===== src/rtl/fpfp_pkg.sv =====
package fpfp_pkg;

  // ==========================================================
  // Bus geometry
  localparam int ADDR_W = 8;
  localparam int DATA_W = 32;
  localparam logic [1:0] RESP_OKAY = 2'b00;
  localparam logic [1:0] RESP_SLVERR = 2'b10;

  // ==========================================================
  // Register indices, byte address is four times the index
  localparam logic [5:0] IDX_FIFO_PORT = 6'h26;
  localparam logic [5:0] IDX_FIFO_CFG = 6'h28;
  localparam logic [5:0] IDX_STATUS = 6'h29;
  localparam logic [5:0] IDX_PAGE_SEL = 6'h2F;
  localparam logic [5:0] IDX_WIN_BASE = 6'h30;
  localparam logic [5:0] IDX_STEP_LO = 6'h30;
  localparam logic [5:0] IDX_STEP_HI = 6'h32;
  localparam logic [5:0] IDX_ACT = 6'h34;
  localparam logic [5:0] IDX_GEST = 6'h36;

  // ==========================================================
  // Fields and reset values
  localparam int CFG_HDR_BIT = 0;
  localparam int STAT_NEW_BIT = 0;
  localparam int STAT_AVAIL_BIT = 1;
  localparam logic [7:0] FIFO_CFG_RESET = 8'h01;
  localparam logic [7:0] FIFO_EMPTY_BYTE = 8'h80;
  localparam logic [2:0] PAGE_RESET = 3'h0;
  localparam logic [2:0] RESULT_PAGE = 3'h0;
  localparam int PAGES = 8;
  localparam int WIN_WORDS = 8;
  localparam logic [1:0] ACT_UNKNOWN = 2'h3;
  localparam logic [2:0] GEST_UNKNOWN = 3'h0;
  localparam logic [2:0] GEST_MAX = 3'h5;

  // ==========================================================
  // Frame buffer
  localparam int FRAME_BYTES = 16;
  localparam int FLEN_W = 5;
  localparam logic [4:0] FRAME_LEN_MAX = 5'h10;

  typedef struct packed {
    logic last;
    logic [7:0] data;
  } fpfp_byte_type;

  typedef struct packed {
    logic [31:0] step;
    logic [1:0] act;
    logic [2:0] gest;
  } fpfp_result_type;

endpackage


===== src/rtl/fpfp_top.sv =====
`timescale 1ns/1ps
`default_nettype none

// Summary of operation
// FIFO port gives one byte per read; its address never moves.
// Host drains the FIFO port with repeated reads of that address.
// Frames are streamed; header presence follows the FIFO configuration.
// A partly read frame is resent whole, from its configured first byte, next readout.
// FIFO reads leave the new-data flag untouched.
// Three-bit page selector, read and write, resets to zero.
// Window at 0x30 shows configuration or results by selected page.
// Step count read-only: low word at 0x30, high word at 0x32.
// Gesture code at 0x36 is read-only, values zero to five.
// Activity code at 0x34 read-only, unknown after initialization.

module fpfp_top (
  input wire logic SYS_CLK,
  input wire logic RST_N,
  input wire logic [fpfp_pkg::ADDR_W-1:0] S_AXI_AWADDR,
  input wire logic S_AXI_AWVALID,
  output logic S_AXI_AWREADY,
  input wire logic [fpfp_pkg::DATA_W-1:0] S_AXI_WDATA,
  input wire logic [3:0] S_AXI_WSTRB,
  input wire logic S_AXI_WVALID,
  output logic S_AXI_WREADY,
  output logic [1:0] S_AXI_BRESP,
  output logic S_AXI_BVALID,
  input wire logic S_AXI_BREADY,
  input wire logic [fpfp_pkg::ADDR_W-1:0] S_AXI_ARADDR,
  input wire logic S_AXI_ARVALID,
  output logic S_AXI_ARREADY,
  output logic [fpfp_pkg::DATA_W-1:0] S_AXI_RDATA,
  output logic [1:0] S_AXI_RRESP,
  output logic S_AXI_RVALID,
  input wire logic S_AXI_RREADY,
  input wire fpfp_pkg::fpfp_byte_type FRAME_IN,
  input wire logic FRAME_IN_VALID,
  output logic FRAME_IN_READY,
  input wire logic NEW_DATA,
  input wire fpfp_pkg::fpfp_result_type RESULT_IN,
  input wire logic RESULT_VALID
);
  import fpfp_pkg::*;

  // ==========================================================
  // Decoding shared by the read and write paths
  function automatic logic in_window(input logic [5:0] idx);
    in_window = (idx[5:4] == IDX_WIN_BASE[5:4]) && !idx[0];
  endfunction

  // ==========================================================
  // Declarations
  logic aw_have_reg, w_have_reg, bvalid_reg, rvalid_reg;
  logic [5:0] aw_idx_reg;
  logic [31:0] wdata_reg, rdata_reg, rd_data_next;
  logic [3:0] wstrb_reg;
  logic [1:0] bresp_reg, rresp_reg, wr_resp_next, rd_resp_next;
  logic aw_hs, w_hs, ar_hs, wr_go;
  logic [5:0] rd_idx, aw_idx;
  logic [2:0] page_reg, page_next;
  logic [7:0] cfg_reg, cfg_next;
  logic new_data_reg, clear_new;
  logic store_we;
  logic [15:0] store_rdata;
  logic [31:0] step_reg;
  logic [1:0] act_reg;
  logic [2:0] gest_reg;
  logic readout_reg, end_readout, fifo_pop;
  logic [7:0] frame_byte;
  logic byte_valid;

  // ==========================================================
  // AXI4-Lite handshakes
  assign aw_idx = S_AXI_AWADDR[7:2];
  assign rd_idx = S_AXI_ARADDR[7:2];
  assign S_AXI_AWREADY = !aw_have_reg && !bvalid_reg;
  assign S_AXI_WREADY = !w_have_reg && !bvalid_reg;
  assign S_AXI_ARREADY = !rvalid_reg;
  assign aw_hs = S_AXI_AWVALID && S_AXI_AWREADY;
  assign w_hs = S_AXI_WVALID && S_AXI_WREADY;
  assign ar_hs = S_AXI_ARVALID && S_AXI_ARREADY;
  assign wr_go = aw_have_reg && w_have_reg && !bvalid_reg;
  assign S_AXI_BVALID = bvalid_reg;
  assign S_AXI_BRESP = bresp_reg;
  assign S_AXI_RVALID = rvalid_reg;
  assign S_AXI_RDATA = rdata_reg;
  assign S_AXI_RRESP = rresp_reg;

  // Address and data may arrive in either order
  always_ff @(posedge SYS_CLK) begin
    if (!RST_N) begin
      aw_have_reg <= 1'b0;
      aw_idx_reg <= 6'h00;
    end else if (aw_hs) begin
      aw_have_reg <= 1'b1;
      aw_idx_reg <= aw_idx;
    end else if (wr_go) begin
      aw_have_reg <= 1'b0;
    end
  end

  always_ff @(posedge SYS_CLK) begin
    if (!RST_N) begin
      w_have_reg <= 1'b0;
      wdata_reg <= 32'h00000000;
      wstrb_reg <= 4'h0;
    end else if (w_hs) begin
      w_have_reg <= 1'b1;
      wdata_reg <= S_AXI_WDATA;
      wstrb_reg <= S_AXI_WSTRB;
    end else if (wr_go) begin
      w_have_reg <= 1'b0;
    end
  end

  always_ff @(posedge SYS_CLK) begin
    if (!RST_N) begin
      bvalid_reg <= 1'b0;
      bresp_reg <= RESP_OKAY;
    end else if (wr_go) begin
      bvalid_reg <= 1'b1;
      bresp_reg <= wr_resp_next;
    end else if (bvalid_reg && S_AXI_BREADY) begin
      bvalid_reg <= 1'b0;
    end
  end

  always_ff @(posedge SYS_CLK) begin
    if (!RST_N) begin
      rvalid_reg <= 1'b0;
      rdata_reg <= 32'h00000000;
      rresp_reg <= RESP_OKAY;
    end else if (ar_hs) begin
      rvalid_reg <= 1'b1;
      rdata_reg <= rd_data_next;
      rresp_reg <= rd_resp_next;
    end else if (rvalid_reg && S_AXI_RREADY) begin
      rvalid_reg <= 1'b0;
    end
  end

  // ==========================================================
  // Write decode
  always_comb begin
    page_next = page_reg;
    cfg_next = cfg_reg;
    clear_new = 1'b0;
    store_we = 1'b0;
    wr_resp_next = RESP_OKAY;
    if (aw_idx_reg == IDX_PAGE_SEL) begin
      if (wr_go && wstrb_reg[0]) begin
        page_next = wdata_reg[2:0];
      end
    end else if (aw_idx_reg == IDX_FIFO_CFG) begin
      if (wr_go && wstrb_reg[0]) begin
        cfg_next = wdata_reg[7:0];
      end
    end else if (aw_idx_reg == IDX_STATUS) begin
      clear_new = wr_go && wstrb_reg[0] && wdata_reg[STAT_NEW_BIT];
    end else if (in_window(aw_idx_reg)) begin
      // Result page is read-only; writes there are dropped quietly
      store_we = wr_go && (page_reg != RESULT_PAGE);
    end else if (aw_idx_reg == IDX_FIFO_PORT) begin
      wr_resp_next = RESP_OKAY;
    end else begin
      wr_resp_next = RESP_SLVERR;
    end
  end

  always_ff @(posedge SYS_CLK) begin
    if (!RST_N) begin
      page_reg <= PAGE_RESET;
    end else begin
      page_reg <= page_next;
    end
  end

  always_ff @(posedge SYS_CLK) begin
    if (!RST_N) begin
      cfg_reg <= FIFO_CFG_RESET;
    end else begin
      cfg_reg <= cfg_next;
    end
  end

  // Set wins over a clear in the same cycle; FIFO reads never clear
  always_ff @(posedge SYS_CLK) begin
    if (!RST_N) begin
      new_data_reg <= 1'b0;
    end else if (NEW_DATA) begin
      new_data_reg <= 1'b1;
    end else if (clear_new) begin
      new_data_reg <= 1'b0;
    end
  end

  // ==========================================================
  // Feature results
  always_ff @(posedge SYS_CLK) begin
    if (!RST_N) begin
      step_reg <= 32'h00000000;
      act_reg <= ACT_UNKNOWN;
      gest_reg <= GEST_UNKNOWN;
    end else if (RESULT_VALID) begin
      step_reg <= RESULT_IN.step;
      act_reg <= RESULT_IN.act;
      // Codes beyond the defined set read back as unknown
      gest_reg <= (RESULT_IN.gest > GEST_MAX) ? GEST_UNKNOWN : RESULT_IN.gest;
    end
  end

  function automatic logic [15:0] result_word(input logic [5:0] idx);
    if (idx == IDX_STEP_LO) begin
      result_word = step_reg[15:0];
    end else if (idx == IDX_STEP_HI) begin
      result_word = step_reg[31:16];
    end else if (idx == IDX_ACT) begin
      result_word = {14'h0, act_reg};
    end else if (idx == IDX_GEST) begin
      result_word = {13'h0, gest_reg};
    end else begin
      result_word = 16'h0000;
    end
  endfunction

  fpfp_page_store u_store (
    .clk(SYS_CLK),
    .rst_n(RST_N),
    .we(store_we),
    .wr_page(page_reg),
    .wr_word(aw_idx_reg[3:1]),
    .wr_data(wdata_reg[15:0]),
    .wr_strb(wstrb_reg[1:0]),
    .rd_page(page_reg),
    .rd_word(rd_idx[3:1]),
    .rd_data(store_rdata)
  );

  // ==========================================================
  // Read decode
  always_comb begin
    rd_data_next = 32'h00000000;
    rd_resp_next = RESP_OKAY;
    if (rd_idx == IDX_FIFO_PORT) begin
      rd_data_next = {24'h000000, byte_valid ? frame_byte : FIFO_EMPTY_BYTE};
    end else if (rd_idx == IDX_PAGE_SEL) begin
      rd_data_next = {29'h0, page_reg};
    end else if (rd_idx == IDX_FIFO_CFG) begin
      rd_data_next = {24'h000000, cfg_reg};
    end else if (rd_idx == IDX_STATUS) begin
      rd_data_next[STAT_NEW_BIT] = new_data_reg;
      rd_data_next[STAT_AVAIL_BIT] = byte_valid;
    end else if (in_window(rd_idx)) begin
      if (page_reg == RESULT_PAGE) begin
        rd_data_next = {16'h0000, result_word(rd_idx)};
      end else begin
        rd_data_next = {16'h0000, store_rdata};
      end
    end else begin
      rd_resp_next = RESP_SLVERR;
    end
  end

  // ==========================================================
  // FIFO read-out; any other access ends the readout
  assign fifo_pop = ar_hs && (rd_idx == IDX_FIFO_PORT);
  assign end_readout = readout_reg && ((ar_hs && rd_idx != IDX_FIFO_PORT)
                                      || (aw_hs && aw_idx != IDX_FIFO_PORT));

  always_ff @(posedge SYS_CLK) begin
    if (!RST_N) begin
      readout_reg <= 1'b0;
    end else if (fifo_pop) begin
      readout_reg <= 1'b1;
    end else if (end_readout) begin
      readout_reg <= 1'b0;
    end
  end

  fpfp_frame_replay u_replay (
    .clk(SYS_CLK),
    .rst_n(RST_N),
    .in_byte(FRAME_IN),
    .in_valid(FRAME_IN_VALID),
    .in_ready(FRAME_IN_READY),
    .pop(fifo_pop),
    .end_readout(end_readout),
    .hdr_en(cfg_reg[CFG_HDR_BIT]),
    .out_byte(frame_byte),
    .out_valid(byte_valid)
  );
endmodule

`default_nettype wire


===== src/rtl/fpfp_page_store.sv =====
`timescale 1ns/1ps
`default_nettype none

module fpfp_page_store (
  input wire logic clk,
  input wire logic rst_n,
  input wire logic we,
  input wire logic [2:0] wr_page,
  input wire logic [2:0] wr_word,
  input wire logic [15:0] wr_data,
  input wire logic [1:0] wr_strb,
  input wire logic [2:0] rd_page,
  input wire logic [2:0] rd_word,
  output logic [15:0] rd_data
);
  import fpfp_pkg::*;

  // ==========================================================
  // Configuration words of every page
  logic [15:0] page_mem [PAGES*WIN_WORDS];

  always_ff @(posedge clk) begin
    if (!rst_n) begin
      for (int i = 0; i < PAGES*WIN_WORDS; i++) begin
        page_mem[i] <= 16'h0000;
      end
    end else if (we) begin
      for (int b = 0; b < 2; b++) begin
        if (wr_strb[b]) begin
          page_mem[{wr_page, wr_word}][8*b +: 8] <= wr_data[8*b +: 8];
        end
      end
    end
  end

  assign rd_data = page_mem[{rd_page, rd_word}];

endmodule

`default_nettype wire


===== src/rtl/fpfp_frame_replay.sv =====
`timescale 1ns/1ps
`default_nettype none

module fpfp_frame_replay (
  input wire logic clk,
  input wire logic rst_n,
  input wire fpfp_pkg::fpfp_byte_type in_byte,
  input wire logic in_valid,
  output logic in_ready,
  input wire logic pop,
  input wire logic end_readout,
  input wire logic hdr_en,
  output logic [7:0] out_byte,
  output logic out_valid
);
  import fpfp_pkg::*;

  typedef enum logic [1:0] {RP_FILL = 2'b01, RP_SERVE = 2'b10} fpfp_rp_state_type;

  // ==========================================================
  // Frame held whole until fully read, so it can be replayed
  fpfp_rp_state_type state_reg;
  logic [7:0] frame_mem [FRAME_BYTES];
  logic [FLEN_W-1:0] wr_ptr_reg, rd_ptr_reg, len_reg, start_ptr;
  logic in_hs, load, partial;

  assign in_ready = (state_reg == RP_FILL);
  assign in_hs = in_valid && in_ready;
  assign load = in_hs && in_byte.last;
  assign start_ptr = hdr_en ? 5'h00 : 5'h01;
  assign out_valid = (state_reg == RP_SERVE) && (rd_ptr_reg < len_reg);
  assign out_byte = frame_mem[rd_ptr_reg[3:0]];
  assign partial = out_valid && (rd_ptr_reg != start_ptr);

  // Bytes past the frame limit are dropped, not wrapped
  always_ff @(posedge clk) begin
    if (in_hs && (wr_ptr_reg < FRAME_LEN_MAX)) begin
      frame_mem[wr_ptr_reg[3:0]] <= in_byte.data;
    end
  end

  always_ff @(posedge clk) begin
    if (!rst_n) begin
      wr_ptr_reg <= 5'h00;
      len_reg <= 5'h00;
    end else if (load) begin
      wr_ptr_reg <= 5'h00;
      len_reg <= (wr_ptr_reg == FRAME_LEN_MAX) ? FRAME_LEN_MAX : wr_ptr_reg + 5'h01;
    end else if (in_hs && (wr_ptr_reg < FRAME_LEN_MAX)) begin
      wr_ptr_reg <= wr_ptr_reg + 5'h01;
    end
  end

  always_ff @(posedge clk) begin
    if (!rst_n) begin
      state_reg <= RP_FILL;
    end else begin
      case (state_reg)
        RP_FILL: begin
          if (load) begin
            state_reg <= RP_SERVE;
          end
        end
        RP_SERVE: begin
          if (rd_ptr_reg >= len_reg) begin
            state_reg <= RP_FILL;
          end
        end
        default: state_reg <= RP_FILL;
      endcase
    end
  end

  always_ff @(posedge clk) begin
    if (!rst_n) begin
      rd_ptr_reg <= 5'h00;
    end else if (load) begin
      rd_ptr_reg <= start_ptr;
    end else if (end_readout && partial) begin
      rd_ptr_reg <= start_ptr;
    end else if (pop && out_valid) begin
      rd_ptr_reg <= rd_ptr_reg + 5'h01;
    end
  end
endmodule

`default_nettype wire


===== config.mk =====
export PLATFORM = sky130hd
export DESIGN_NAME = fpfp_top
export DESIGN_NICKNAME = d
export VERILOG_FILES = /design/src/rtl/fpfp_pkg.sv /design/src/rtl/fpfp_top.sv /design/src/rtl/fpfp_page_store.sv /design/src/rtl/fpfp_frame_replay.sv
export SDC_FILE = /design/constraint.sdc
export NUM_CORES = 2
export LEC_CHECK = 0
export BUFFER_PORTS_ARGS = -buffer_cell sky130_fd_sc_hd__buf_2
export CORE_MARGIN = 5
export CORE_UTILIZATION = 43
export CTS_CLUSTER_SIZE = 30
export DETAILED_ROUTE_END_ITERATION = 16
export MAX_ROUTING_LAYER = met4
export PLACE_DENSITY = 0.67
export SLEW_MARGIN = 30
export SYNTH_ARGS = -nofsm -noshare
export SYNTH_HDL_FRONTEND = slang
export SYNTH_SLANG_ARGS = --single-unit
export TNS_END_PERCENT = 20

===== constraint.sdc =====
create_clock -name SYS_CLK -period 3.82 [get_ports SYS_CLK]
set_input_delay 0.764 -clock SYS_CLK [delete_from_list [all_inputs] [get_ports SYS_CLK]]
set_output_delay 0.764 -clock SYS_CLK [all_outputs]
set_load 0.05 [all_outputs]

* Word-level counts from Yosys, hierarchy flattened
Memory sizes are Yosys's and may differ from the RTL's. A register that Yosys moved wholly into a read port is not among the register bits.
Cells that the tools add are included.
** Word-level totals
- Word-level logic and storage cells :: 164
- Memories :: 2
- Register bits :: 131
- Bits of input ports :: 108
- Output and inout port bits :: 42
- RAM bits :: 1152
** Cells by class
- Add/subtract/negate cells :: 2
- Bitwise logic cells :: 2
- Equal/unequal tests :: 22
- Multiplexer cells :: 65
- Order comparisons :: 4
- Reduce and logical (&&, ||, !) cells :: 46
** Memories
- u_store.page_mem :: depth 64, width 16, rd ports 1, clocked after memory_dff 0, write ports 64, line fpfp_page_store.sv:20 : logic [15:0] page_mem [PAGES*WIN_WORDS];
- u_replay.frame_mem :: depth 16, width 8, rd ports 1, clocked after memory_dff 1, write ports 1, line fpfp_frame_replay.sv:23 : logic [7:0] frame_mem [FRAME_BYTES];
** Operators with widths (count)
- 32-bit two-way mux :: 4
- 6-bit equality test, second input constant :: 12
- 16-bit two-way mux :: 4
- 1-bit two-way mux :: 30
- 30-bit two-way mux :: 1
- 2-bit two-way mux :: 14
- 1-bit logical AND :: 25
- 5-bit two-way mux :: 4
- 16-bit OR reduction :: 1
- 6-bit != test, second input constant :: 2
- 2-bit nonzero test :: 6
- 5-bit by 1-bit adder with 5-bit output, second input constant :: 2
- 3-bit two-way mux :: 3
- 4-bit two-way mux :: 2
- 8-bit two-way mux :: 1
- 2-bit equality test, second input constant :: 3
- 1-bit zero test :: 6
- 6-bit two-way mux :: 1
- 3-bit nonzero test :: 2
- 5-bit equality test, second input constant :: 1
- 5-bit >= comparator :: 1
- 5-bit less-than comparator :: 1
- 5-bit less-than comparator, second input constant :: 1
- 5-bit != test :: 1
- other kinds (10) :: 13

* Longest topological paths before layout
- Depth after elaboration :: 12
- Gate-level depth with buffers :: 10
- Mapped depth without buffers :: 8

* By module
From an unflattened synthesis, not the netlist that was laid out.
** Second synthesis, totals
- Cells, all modules :: 4044
- Area, all modules :: 58382.2 µm²
** Modules (own cells, without submodules)
- fpfp_page_store :: area each 48042.3 µm², seq. area each 30749.5 µm², cells an instance 3239, times used 1
- fpfp_frame_replay :: area each 6024.5 µm², seq. area each 4264.1 µm², cells an instance 315, times used 1
- fpfp_top :: area each 4315.4 µm², seq. area each 1921.8 µm², cells an instance 490, times used 1

* Worst setup path after synthesis
OpenSTA, ideal clock, no wires.
- Kind :: register -> register
- Start :: register bvalid_reg, in the netlist S_AXI_BVALID
- End :: memory u_store.page_mem[46][0] (enable)
- Data required time :: 3.436 ns
- Buffers on the path :: 2
- Arrival time :: 2.563 ns
- Period minus slack after synthesis :: 2.947 ns
- Setup time :: 0.384 ns
- Cell stages (with the launch flop) :: 8
- Slack :: 0.873 ns
- Path through :: dfxtp_1 nand3b_1 nor3_1 and4_1 nand2_1 clkbuf_1 clkbuf_1 o21ai_0
** RTL lines
- start, declared :: line fpfp_top.sv:53 : logic aw_have_reg, w_have_reg, bvalid_reg, rvalid_reg;
- start signal, assigned :: line fpfp_top.sv:118 : bvalid_reg <= 1'b0;
- start signal, assigned :: line fpfp_top.sv:121 : bvalid_reg <= 1'b1;
- start signal, assigned :: line fpfp_top.sv:124 : bvalid_reg <= 1'b0;
- end, declared :: line fpfp_page_store.sv:20

==> flow_summary.toml <==
[clocking]
cts_hold_buf = 0
worstSkewPairLatency_ns = 0.69
clkTransAtPathRegs_ns = 0.06
clockBufferDepth = 3
cts_buffers = 112
htree_num_levels = 3
cts-resized-gates = 0
clock_sinks = 1141
cts_tree = "built"
cts_root_buf = "clkbuf_16"
postCtsSetupRepairBufs = 0

[synthesis]
synth_async_sr_flop_share = 0
synthDistinctLibCells = 72
avgSynthCellArea_um2 = 14.7
yosys.area.top_type_share = 0.597
ys_seq_elements = 1141
synth_edf_count = 1024
ys_warn_count = 0
synth.cell_area_mm2 = 0.0515
synth.yosys.seq_area_share = 0.643
synth_area_leader_cell = "edfxtp_1"
synth.area.top_cells = "edfxtp_1, mux4_2, and2_1"
syn_inst = 3496
synth_flop_cell = "edfxtp_1"

[route]
wire_per_inst_um = 24.5
drtAntennaViolNets = 0
drtIter0Drc = 3250
drt_first_pass_iters = 8
vias = 29900
routed_wl_um = 131000
vias_per_cell = 5.59
drc = 0

[critical_path]
startpoint_type = "register"
timing.rr.end = "u_store.page_mem[47][3]"
crit_fanout = 16
ff2ff_setup_slack_ns = 0.47
r2r-start = "S_AXI_BVALID"
critPathRequiredTime_ns = 4.22
cp-end-kind = "register"
cp.arrival_ns = 3.75
ff2ff_path_depth = 6
critPathLaunch = "S_AXI_BVALID"
crit_end = "u_store.page_mem[47][3]"
worstSetupPathType = "reg -> reg"

[power]
p_int_mw = 20.7
fin_total_pwr_mw = 26.7
max-vdd-ir-drop_mv = 0.377
net-switching-power_mw = 6.00
power_density_mw_per_mm2 = 460
p_seq_frac = 0.533
switching_share = 0.225
p_clk_frac = 0.403
p_leak_nw = 20.6
power_frac_comb = 0.065

[floorplan]
start_util = 0.431
io_pins = 150
dieArea_mm2 = 0.127
rows = 127
die_h_um = 356
core_region_area_mm2 = 0.119
die_x_um = 356

[grt]
grt_pass1_vias = 29700
grt_usage = 0.211
antenna_found_initial = 0
grt_max_degree = 104
globalRouteOverflowTotal = 0
grt_pass1_wl_um = 196000

[placed_design]
portBuffers = 109
hpwl_um = 86300
gp_congestion = 0.874

[cells_and_area]
final_nets = 3765
drive_above_1_share = 0.213
largest_register_ffs = 896
n_antenna_cell = 0
syn_to_final_growth_pct = 12.7

[sta]
drv_slew = 0
fin_setup_tns_ns = 0
grt_setup_unrepaired = "false"
hold_viol_final = 0
worst_pin_slew_ns = 0.957
relSlewSlack = 0.362
min_period_over_period = 0.876
finClkSkew_ns = 0.0187
finalCriticalPeriod_ns = 3.35
fmax_mhz = 299
setup-violations-final = 0

[outcome]
status = "complete, no violations"

[min_path]
hp-class = "in -> reg"

[job]
max_cap_viol_count = 0
## cells in the mapped netlist (23+ instances only)
master / n
nor3_1: 72
nand3_1: 23
nor2_1: 223
buf_2: 35
dfxtp_1: 117
buf_4: 29
mux2i_1: 111
nand2_1: 109
edfxtp_1: 1024
clkbuf_1: 206
a21oi_1: 47
mux4_2: 279
a22oi_1: 23
o21ai_0: 123
and2_1: 845
## how the worst min path moves through the flow
stage,cells after the start,from,endpoint,slack [ns]
floorplan,2,u_replay.len_reg[0],u_replay.len_reg[0],0.43
global placement,2,act_reg[1],act_reg[1],0.46
detailed placement,2,gest_reg[2],gest_reg[2],0.46
CTS,2,S_AXI_RREADY,S_AXI_RVALID,0.23
global route,2,S_AXI_RREADY,S_AXI_RVALID,0.25
finish,2,S_AXI_RREADY,S_AXI_RVALID,0.26
## through the flow
| step | hold WS [ns] | cells | cell area [um^2] | utilization | worst slack, ns |
|---|---|---|---|---|---|
| after floorplan | 0.432 | 3513 | 51500 | - | 0.873 |
| after global placement | 0.458 | 5145 | 54500 | 0.456 | 0.440 |
| after detailed placement | 0.463 | 5145 | 54500 | 0.457 | 0.430 |
| after CTS | 0.231 | 5352 | 58000 | 0.486 | 0.534 |
| after global routing | 0.250 | 5352 | 58000 | 0.486 | 0.359 |
| final | 0.261 | 5352 | 58000 | 0.486 | 0.472 |
## routing by layer
metal | global-route usage | wire length, um
met5 | - | 0
met4 | 0.0561 | 3540
met3 | 0.0398 | 11400
met2 | 0.324 | 61800
met1 | 0.292 | 54300
## area by class of cell
cell class,count,area [um^2]
clock buffers,162,3170
clock inverters,45,365
fillers,10100,61300
inverters,19,72.6
multi-input cells,2056,17000
flip-flops and latches,1141,33100
well taps,1612,2020
repair buffers,317,2240
## kinds of logic after synthesis
| kind of cell | synth area share |
|---|---|
| simple gates | 0.147 |
| flops | 0.643 |
| mux | 0.145 |
| buf+inv | 0.0281 |
| compound gates | 0.0326 |
| xor+xnor | 0.00204 |
| fa+ha+maj | 0.00243 |
| other cells | 0.0000729 |
## worst max-delay path: stages (launching register included)
cell and delay (ns):
dfxtp_1 0.35, nand3b_1 0.28, nor3_1 0.55, and4_1 0.54, nand2_1 0.44, o21ai_0 0.63
buf_4 0.26
## power groups by stage
stage,Combinational (mW),Clock [mW],Sequential [mW]
floorplan,1.16,0,14.3
global placement,1.70,0,14.5
detailed placement,1.72,0,14.5
CTS,1.73,10.9,14.2
global route,1.82,11.4,14.3
finish,1.73,10.7,14.2
## placed cells by master (no fill, tap or decap), drive strengths merged, types with 23 or more instances in the layout
cell / count
edfxtp: 1024
and2: 845
buf: 317
mux4: 279
nor2: 223
clkbuf: 162
o21ai: 124
dfxtp: 117
mux2i: 111
nand2: 109
nor3: 73
a21oi: 47
clkinv: 39
a22oi: 23
nand3: 23
Note: power is estimated with default switching activity, not from simulation.
